$ cat config.mk
export PLATFORM = sky130hd
export DESIGN_NAME = mpg_ports
export DESIGN_NICKNAME = d
export VERILOG_FILES = /design/src/hdl/mpg_pkg.sv /design/src/hdl/mpg_ports.sv
export SDC_FILE = /design/constraint.sdc
export NUM_CORES = 1
export LEC_CHECK = 0
export BUFFER_PORTS_ARGS = -buffer_cell sky130_fd_sc_hd__buf_2
export CORE_AREA = 2 2 181 183
export DETAILED_ROUTE_END_ITERATION = 16
export DIE_AREA = 0 0 183 185
export PLACE_DENSITY = 0.61
export REMOVE_ABC_BUFFERS = 1
export SETUP_SLACK_MARGIN = 0.5
export SLEW_MARGIN = 25
export SYNTH_ARGS = -nofsm -noshare
export SYNTH_HDL_FRONTEND = slang
export SYNTH_SLANG_ARGS = --single-unit
$ cat constraint.sdc
create_clock -name mclk -period 6.1 [get_ports mclk]
set_input_delay 0.915 -clock mclk [delete_from_list [all_inputs] [get_ports mclk]]
set_output_delay 0.915 -clock mclk [all_outputs]
set_load 0.03 [all_outputs]
$ cat src/hdl/mpg_pkg.sv
// constants, types and register map of the four-port pin block
// ----------------------------------------------------------------
// ----------------------------------------------------------------
package mpg_pkg;

  // ----------------------------------------------------------------
  // register indices, byte address is four times the index
  // ----------------------------------------------------------------
  localparam logic [5:0] IDX_TP_LAT = 6'h03;
  localparam logic [5:0] IDX_SA_LAT = 6'h05;
  localparam logic [5:0] IDX_AN_LAT = 6'h06;
  localparam logic [5:0] IDX_SB_LAT = 6'h07;
  localparam logic [5:0] IDX_TP_PIN = 6'h0a;
  localparam logic [5:0] IDX_SA_PIN = 6'h0b;
  localparam logic [5:0] IDX_AN_DIR = 6'h0c;
  localparam logic [5:0] IDX_SB_PIN = 6'h0d;
  localparam logic [5:0] IDX_TP_TYPE = 6'h10;
  localparam logic [5:0] IDX_SA_SEG = 6'h11;
  localparam logic [5:0] IDX_SB_SEG = 6'h12;
  localparam logic [5:0] IDX_CONV1 = 6'h13;

  // field position of the analog disable bit in converter control one
  localparam int unsigned AN_DIS_BIT = 0;

  // ----------------------------------------------------------------
  // values after reset
  // ----------------------------------------------------------------
  localparam logic [3:0] TP_LAT_RST = 4'hf;
  localparam logic [3:0] TP_TYPE_RST = 4'h0;
  localparam logic [7:0] SEG_LAT_RST = 8'hff;
  localparam logic [7:0] SEG_SEL_RST = 8'h00;
  localparam logic [7:0] AN_LAT_RST = 8'h00;
  localparam logic [7:0] AN_DIR_RST = 8'h00;
  localparam logic AN_DIS_RST = 1'b1;
  localparam logic [27:0] PINS_RST = 28'h000_0000;
  // pin drive after reset: every output low, every pin released
  localparam logic [55:0] DRV_RST = 56'h0f_00ff_00ff_00ff;

  // bus handshake states, one-hot
  typedef enum logic [1:0] {
    BUS_IDLE = 2'b01,
    BUS_ACK = 2'b10
  } mpg_bus_t;

  // pin levels of all four ports
  typedef struct packed {
    logic [3:0] tp;
    logic [7:0] sa;
    logic [7:0] sb;
    logic [7:0] an;
  } mpg_pins_t;

  // pin drive, output enables active low
  typedef struct packed {
    logic [3:0] tp_out;
    logic [3:0] tp_oe_n;
    logic [7:0] sa_out;
    logic [7:0] sa_oe_n;
    logic [7:0] sb_out;
    logic [7:0] sb_oe_n;
    logic [7:0] an_out;
    logic [7:0] an_oe_n;
  } mpg_drive_t;

  // whole state of the block
  typedef struct packed {
    mpg_bus_t bus;
    logic [7:0] rdata;
    logic [3:0] tp_lat;
    logic [3:0] tp_type;
    logic [7:0] sa_lat;
    logic [7:0] sa_seg;
    logic [7:0] sb_lat;
    logic [7:0] sb_seg;
    logic [7:0] an_lat;
    logic [7:0] an_dir;
    logic an_dis;
    mpg_pins_t s1;
    mpg_pins_t s2;
    mpg_pins_t s3;
    mpg_pins_t f;
    mpg_drive_t drv;
  } mpg_state_t;

endpackage

$ cat src/hdl/mpg_ports.sv
// four parallel pin ports with avalon-mm register access
//
// Decided for this implementation: register access over Avalon-MM.
`timescale 1ns/100ps

module mpg_ports (
  // clock and reset
  input wire logic mclk,
  input wire logic resetn,
  // avalon-mm slave
  input wire logic [7:0] address,
  input wire logic read,
  input wire logic write,
  input wire logic [31:0] writedata,
  input wire logic [3:0] byteenable,
  output logic [31:0] readdata,
  output logic waitrequest,
  // pins
  input wire mpg_pkg::mpg_pins_t pins_in,
  output mpg_pkg::mpg_drive_t pins_drv,
  // shared functions
  input wire logic [3:0] tp_fn_out,
  input wire logic [7:0] lcd_seg_a,
  input wire logic [7:0] lcd_seg_b,
  output logic [3:0] tp_din,
  output logic [7:0] an_din,
  output logic [7:0] analog_sel
);

  // ----------------------------------------------------------------
  // state
  // ----------------------------------------------------------------
  mpg_pkg::mpg_state_t q;
  mpg_pkg::mpg_state_t n;
  logic [5:0] idx;
  logic [7:0] rd_val;
  logic wr_lane;

  assign idx = address[7:2];
  assign wr_lane = write & byteenable[0];

  // read mux, pins taken from the filtered copy at request time
  always_comb begin
    rd_val = 8'h00;
    if (idx == mpg_pkg::IDX_TP_LAT) begin
      rd_val = {4'h0, q.tp_lat};
    end else if (idx == mpg_pkg::IDX_TP_PIN) begin
      rd_val = {4'h0, q.f.tp};
    end else if (idx == mpg_pkg::IDX_TP_TYPE) begin
      rd_val = {4'h0, q.tp_type};
    end else if (idx == mpg_pkg::IDX_SA_LAT) begin
      rd_val = q.sa_lat;
    end else if (idx == mpg_pkg::IDX_SA_PIN) begin
      rd_val = q.f.sa;
    end else if (idx == mpg_pkg::IDX_SA_SEG) begin
      rd_val = q.sa_seg;
    end else if (idx == mpg_pkg::IDX_SB_LAT) begin
      rd_val = q.sb_lat;
    end else if (idx == mpg_pkg::IDX_SB_PIN) begin
      rd_val = q.f.sb;
    end else if (idx == mpg_pkg::IDX_SB_SEG) begin
      rd_val = q.sb_seg;
    end else if (idx == mpg_pkg::IDX_AN_LAT) begin
      // outputs give latch, inputs give pin, latch-0 inputs give 0
      rd_val = q.an_lat & (q.an_dir | q.f.an);
    end else if (idx == mpg_pkg::IDX_AN_DIR) begin
      rd_val = q.an_dir;
    end else if (idx == mpg_pkg::IDX_CONV1) begin
      rd_val = 8'h00;
      rd_val[mpg_pkg::AN_DIS_BIT] = q.an_dis;
    end else begin
      rd_val = 8'h00; // unmapped reads zero
    end
  end

  // next state: pin filter, bus handshake, register writes, drive
  always_comb begin
    n = q;
    // three-stage synchroniser, change counted when stages 2 and 3 agree
    n.s1 = pins_in;
    n.s2 = q.s1;
    n.s3 = q.s2;
    n.f = mpg_pkg::mpg_pins_t'((q.s2 & q.s3) | (q.f & (q.s2 ^ q.s3)));
    case (q.bus)
      mpg_pkg::BUS_IDLE: begin
        if (read | write) begin
          n.bus = mpg_pkg::BUS_ACK;
        end
        if (read) begin
          n.rdata = rd_val;
        end
      end
      mpg_pkg::BUS_ACK: begin
        n.bus = mpg_pkg::BUS_IDLE;
        // writes land at the answer edge; pin read indices fall through
        if (wr_lane) begin
          if (idx == mpg_pkg::IDX_TP_LAT) begin
            n.tp_lat = writedata[3:0];
          end else if (idx == mpg_pkg::IDX_TP_TYPE) begin
            n.tp_type = writedata[3:0];
          end else if (idx == mpg_pkg::IDX_SA_LAT) begin
            n.sa_lat = writedata[7:0];
          end else if (idx == mpg_pkg::IDX_SA_SEG) begin
            n.sa_seg = writedata[7:0];
          end else if (idx == mpg_pkg::IDX_SB_LAT) begin
            n.sb_lat = writedata[7:0];
          end else if (idx == mpg_pkg::IDX_SB_SEG) begin
            n.sb_seg = writedata[7:0];
          end else if (idx == mpg_pkg::IDX_AN_LAT) begin
            n.an_lat = writedata[7:0];
          end else if (idx == mpg_pkg::IDX_AN_DIR) begin
            n.an_dir = writedata[7:0];
          end else if (idx == mpg_pkg::IDX_CONV1) begin
            n.an_dis = writedata[mpg_pkg::AN_DIS_BIT];
          end else begin
            n.an_dis = q.an_dis;
          end
        end
      end
      default: begin
        n.bus = mpg_pkg::BUS_IDLE;
      end
    endcase
    // timer port: latch gates the shared function; type picks drive
    n.drv.tp_out = n.tp_type & n.tp_lat & tp_fn_out;
    n.drv.tp_oe_n = ~n.tp_type & n.tp_lat & tp_fn_out;
    // segment ports: lcd owns selected pins, else latch pulls low
    n.drv.sa_out = n.sa_seg & lcd_seg_a;
    n.drv.sa_oe_n = ~n.sa_seg & n.sa_lat;
    n.drv.sb_out = n.sb_seg & lcd_seg_b;
    n.drv.sb_oe_n = ~n.sb_seg & n.sb_lat;
    // analog port: direction 1 drives latch, else released
    n.drv.an_out = n.an_dir & n.an_lat;
    n.drv.an_oe_n = ~n.an_dir;
  end

  // register the whole state
  always_ff @(posedge mclk) begin
    if (!resetn) begin
      q.bus <= mpg_pkg::BUS_IDLE;
      q.rdata <= 8'h00;
      q.tp_lat <= mpg_pkg::TP_LAT_RST;
      q.tp_type <= mpg_pkg::TP_TYPE_RST;
      q.sa_lat <= mpg_pkg::SEG_LAT_RST;
      q.sa_seg <= mpg_pkg::SEG_SEL_RST;
      q.sb_lat <= mpg_pkg::SEG_LAT_RST;
      q.sb_seg <= mpg_pkg::SEG_SEL_RST;
      q.an_lat <= mpg_pkg::AN_LAT_RST;
      q.an_dir <= mpg_pkg::AN_DIR_RST;
      q.an_dis <= mpg_pkg::AN_DIS_RST;
      q.s1 <= mpg_pkg::PINS_RST;
      q.s2 <= mpg_pkg::PINS_RST;
      q.s3 <= mpg_pkg::PINS_RST;
      q.f <= mpg_pkg::PINS_RST;
      q.drv <= mpg_pkg::mpg_drive_t'(mpg_pkg::DRV_RST);
    end else begin
      q <= n;
    end
  end

  // ----------------------------------------------------------------
  // outputs
  // ----------------------------------------------------------------
  // one wait cycle, answer in the second cycle of a request
  assign waitrequest = (read | write) & (q.bus != mpg_pkg::BUS_ACK);
  assign readdata = {24'h00_0000, q.rdata};
  assign pins_drv = q.drv;
  assign tp_din = q.f.tp;
  // digital input forced low unless input mode with latch 1
  assign an_din = q.f.an & q.an_lat & ~q.an_dir;
  assign analog_sel = {8{~q.an_dis}} & ~q.an_dir & ~q.an_lat;

  logic ack_wr;
  assign ack_wr = (q.bus == mpg_pkg::BUS_ACK) & wr_lane;
endmodule // mpg_ports

### After elaboration in Yosys (flattened, before gate mapping)

Cells that the tools add are included.

* output and inout port bits: 109
* register bits after elaboration: 235
* logic and storage cells: 121

* multiplexer cells: 31
* equal/unequal tests: 15
* reductions and logical operators: 3
* bitwise gates (word level): 37

Operators with widths (count)
* $mux 8: 17
* $mux 57: 2
* $and 8x8->8: 10
* $and 28x28->28: 2
* $mux 53: 1
* $mux 49: 1
* $mux 41: 1
* $not 8->8: 5
* $mux 33: 1
* $or 28x28->28: 1
* $xor 28x28->28: 1
* $mux 25: 1
* $eq 6x4->1 const B: 4
* $eq 6x5->1 const B: 4
* $eq 6x3->1 const B: 3
* $mux 17: 1
* $and 4x4->4: 4
* $reduce_and 11->1: 1
* $mux 9: 1
* $not 1->1: 9
* $mux 4: 2
* $or 8x8->8: 1
* $eq 6x2->1 const B: 1
* $not 4->4: 1
* other kinds (7): 11

### Longest topological paths before layout

* depth in word-level cells: 15
* gate-level depth with buffers: 8

### Worst setup path after synthesis

Ideal clock, no wire load.

* path kind: input to register
* start point: input port address[4]
* end point: register q, in the netlist pins_drv[28]
* library setup time: 116 ps
* arrival time: 2638 ps
* data required time: 5984 ps
* cell stages on the path: 6
* setup slack: 3347 ps
* path buffers: 1
* cells stage by stage: or3b_4 > a2111oi_4 > or3_1 > buf_6 > mux2_4 > and3_1

* cells in the longest elaborated chain, start to end: 10
* elaborated cells between the ends (all ways): 15
* those cells by class: 6 x eq/ne; 8 x mux; 1 x bitwise

Ends and longest elaborated chain
* start, declared: RTL line mpg_ports.sv:11 `input wire logic [7:0] address,`
* $eq 6x5->1: RTL line mpg_ports.sv:107 `end else if (idx == mpg_pkg::IDX_SB_SEG) begin`
* $mux 8: RTL line mpg_ports.sv:107
* $mux 25: RTL line mpg_ports.sv:105 `end else if (idx == mpg_pkg::IDX_SB_LAT) begin`
* $mux 33: RTL line mpg_ports.sv:103 `end else if (idx == mpg_pkg::IDX_SA_SEG) begin`
* $mux 41: RTL line mpg_ports.sv:101 `end else if (idx == mpg_pkg::IDX_SA_LAT) begin`
* $mux 49: RTL line mpg_ports.sv:99 `end else if (idx == mpg_pkg::IDX_TP_TYPE) begin`
* $mux 53 *: RTL line mpg_ports.sv:97 `if (idx == mpg_pkg::IDX_TP_LAT) begin`
* $mux 57 *: RTL line mpg_ports.sv:96 `if (wr_lane) begin`
* $mux 57 *: RTL line mpg_ports.sv:84 `case (q.bus)`
* $and 8x8->8 *: RTL line mpg_ports.sv:130 `n.drv.sb_out = n.sb_seg & lcd_seg_b;`
* end signal, assigned: RTL line mpg_ports.sv:157 `q <= n;`
* end, declared: RTL line mpg_ports.sv:33 `mpg_pkg::mpg_state_t q;`

Mark *: on every way between the ends. The rest lies on a longest branch, timed or not.
A chain may end at the register's enable or synchronous reset.

### Worst setup path after layout

* start point: input port address[5]
* end point: register q, in the netlist pins_drv[44]

* cells in the longest elaborated chain, start to end: 8
* elaborated cells between the ends (all ways): 11
* those cells by class: 4 x eq/ne; 6 x mux; 1 x bitwise

Ends and longest elaborated chain
* $eq 6x5->1: RTL line mpg_ports.sv:103
* $mux 8: RTL line mpg_ports.sv:103
* $mux 41: RTL line mpg_ports.sv:101
* $mux 49: RTL line mpg_ports.sv:99
* $mux 53 *: RTL line mpg_ports.sv:97
* $mux 57 *: RTL line mpg_ports.sv:96
* $mux 57 *: RTL line mpg_ports.sv:84
* $and 8x8->8 *: RTL line mpg_ports.sv:128 `n.drv.sa_out = n.sa_seg & lcd_seg_a;`

Marked as above.

==> results by group <==
Die
  • Chip height: around 190 µm
  • Initial Utilization: 29.4%
  • Core outline area: approximately 32000 µm²
  • Die footprint: roughly 34000 µm²
  • Overall die width: 183 µm
  • Cell Rows: 66
  • I/O Pins: 205

Final layout
  • Finished Cell Area: 10900 µm²
  • Final Util: 34.1%
  • Commonest non-fill, non-tap cell in the layout: dfxtp_1
  • Area of the multi-input gates: approximately 4000 µm²
  • Reg area: 4700 µm²
  • Area Overhead vs Synth: 15.9%
  • FILL cells: 3304
  • Most frequent cells in the layout: dfxtp_1 (235), buf_2 (150), and2_1 (106)
  • Share of layout cells above drive strength 1: 24.4%
  • Final #Nets: 1099

Power and ir drop
  • Total leakage power: 4.68 nW
  • PD cells: 321 nW/µm²
  • Worst vdd ir: 0.167 mV

Placement
  • Final HPWL DP: around 16 mm
  • Placed Area: slightly below 10000 µm²
  • Routability cong.: 0.842
  • # port buffers: approximately 150

Timing
  • Tmin final: approximately 3.0 ns
  • Clk_skew: roughly 0.0078 ns
  • RSZ-0062 raised after global routing: no
  • # setup viols final: 0
  • Setup TNS: 0 ns
  • Pins Over Slew Limit: 0
  • Hold Fails Final Rpt: 0
  • Period utilization: 49.1%
  • F_max: 334 MHz
  • Worst-Margin Slew: 0.984 ns
  • Max_slew headroom: 34.2%

Clocking
  • Clock sinks: 235
  • CTS Buf Count: 27
  • Root Driver: clkbuf_16
  • Worst skew pair latency: 0.54 ns
  • Clock tree from TritonCTS: yes
  • Post-CTS Resized: 0
  • Post-CTS Setup Inserts: 0
  • CTS max path bufs: 3
  • # H-tree levels: 1
  • CTS clk-pin slew, worst paths: 0.06 ns
  • Hold buffer count at cts: 0

Critical path
  • RR Endpoint: pins_drv[24]$_SDFF_PN0_
  • Slack of the worst reg-to-reg path: 3.81 ns
  • Crit Path Class: input port to flop
  • WP buf/inv: 1
  • Slowest stage delay, CP: 0.77 ns
  • Crit path from: address[5]
  • Crit path DAT: 3.43 ns
  • Crit path launch type: input port
  • Slowest stage cell, crit path: nor4b_4
  • Reg2reg start: q[233]$_SDFFE_PN1N_
  • Critical Path Fanout Max: 13
  • WP depth: 6
  • Worst setup path end: pins_drv[44]$_SDFF_PN0_
  • CP cell instances: buf_2 -> nor4b_4 -> nand2_1 -> nor2_2 -> mux2_2 -> and3_1
  • WP data required: 6.53 ns
  • Delay-heaviest family, CP: simple AND/OR/NAND/NOR gates
  • Worst r2r path cells: 5
  • Worst setup EP type: flop

Outcome
  • Outcome: finished clean

Flow run
  • Max-cap violation count: 0

Drt
  • DRT antenna net count: 0
  • Initial drt markers: 428
  • DR DRC count: 0
  • DRT Pass-1 Iters: 5
  • Total Wirelength: 22.9 mm
  • DR vias/cell: ~4.6
  • Per-cell routed wire length: 16.3 µm
  • Vias: between 6000 and 7000

Global routing
  • Global-route wire length before repair: around 35 mm
  • Number of antenna violations at the first check in global routing: 2
  • GRT Total Usage: a little over an eighth
  • Total grt overflow: 0
  • Vias in the first global route: 5821
  • Pin count of the biggest net entering global routing: 99

Synthesis
  • Seq cells post-synth: 235
  • Post-synth cell types: 60
  • Sequential area share after synthesis: between 40 and 50%
  • Cell area after synthesis: 9430 µm²
  • Cells after synthesis: 908
  • Main synth FF type: dfxtp_1
  • Asr flop ratio synth: 0%
  • Post-Synthesis Mean Instance Area: 10.4 µm²
  • Post-synth EDFFs: 0
  • YS warnings: 0

Min path
  • HP Class: flop to flop
## layer usage
metal | GRT usage [%] | wire [µm]
met4 | 3.94 | 486
met5 | 0 | 0
met1 | 18.3 | 10800
met3 | 2.81 | 1530
met2 | 20.7 | 10100
## worst min path at each step
| stage | endpoint | slack, ns | startpoint | cells past startpoint |
|---|---|---|---|---|
| after global routing | n[106]$_SDFF_PN0_ | 0.44 | n[134]$_SDFF_PN0_ | 1 |
| final | n[89]$_SDFF_PN0_ | 0.43 | n[117]$_SDFF_PN0_ | 1 |
| after detailed placement | n[93]$_SDFF_PN0_ | 0.42 | n[121]$_SDFF_PN0_ | 1 |
| after floorplan | n[100]$_SDFF_PN0_ | 0.41 | n[128]$_SDFF_PN0_ | 1 |
| after global placement | n[111]$_SDFF_PN0_ | 0.41 | n[139]$_SDFF_PN0_ | 1 |
| after CTS | n[93]$_SDFF_PN0_ | 0.43 | n[121]$_SDFF_PN0_ | 1 |
## Yosys cell counts, types with 5 or more instances
master	n	area [µm²]
dfxtp_1	235	4700
and2_1	106	663
buf_4	96	721
nor2b_1	51	319
a21oi_1	40	200
mux2i_1	40	400
o21ai_0	33	165
nand2_1	31	116
clkbuf_1	30	113
ha_1	28	350
and3_1	18	113
nand2b_1	17	106
nand3_1	17	85.1
nor2_1	14	52.6
a221oi_1	11	96.3
o221a_2	11	124
nor3_1	10	50.1
a21o_1	9	67.6
buf_2	9	45.0
mux2_2	9	101
mux2_4	8	120
nor3b_1	7	52.6
and3b_1	6	52.6
o22ai_1	6	37.5
or3_1	5	31.3
## flip-flops by register name, summed over array words and instances (netlist names)
| name | cells |
|---|---|
| pins_drv | 56 |
| n | 56 |
| readdata | 8 |
| tp_din | 4 |
| q | 111 |
## report_power, final
group / switching, mW / internal, mW / total (mW)
logic: 0.0970 / 0.0526 / 0.150
registers: 0.00920 / 1.56 / 1.57
clock network: 0.658 / 1.13 / 1.79
## worst register-to-register path, delay by kind of cell (launching register included)
| kind | cells | cell delay (ns) |
|---|---|---|
| AOI/OAI and AO/OA | 1 | 0.25 |
| DFF | 1 | 0.32 |
| muxes | 1 | 0.43 |
| and+or+nand+nor | 3 | 1.19 |
## stage by stage
stage | hold slack, ns | setup WS [ns] | cells | power (mW)
CTS | 0.431 | 3.15 | 1404 | 3.56
floorplan | 0.412 | 3.20 | 792 | 1.68
detailed placement | 0.418 | 2.59 | 1354 | 1.75
global placement | 0.414 | 2.19 | 1354 | 1.75
global route | 0.442 | 2.99 | 1404 | 3.64
finish | 0.427 | 3.11 | 1406 | 3.51
## area by class of cell
cell class / instances / area share [%]
inverters: 3 / 0.103
clock buffers: 36 / 6.95
well taps: 408 / 4.67
flip-flops and latches: 235 / 43.0
repair buffers: 154 / 7.17
multi-input cells: 554 / 35.8
clock inverters: 14 / 2.27
diodes: 2 / 0.0458
## kinds of logic after synthesis
group / synth area share (%)
mux: 6.59
simple gates: 20.0
fa+ha+maj: 3.71
flops: 49.9
other cells: 0.0398
compound gates: 10.1
buf+inv: 9.71
Note: power is estimated with default switching activity, not from simulation.
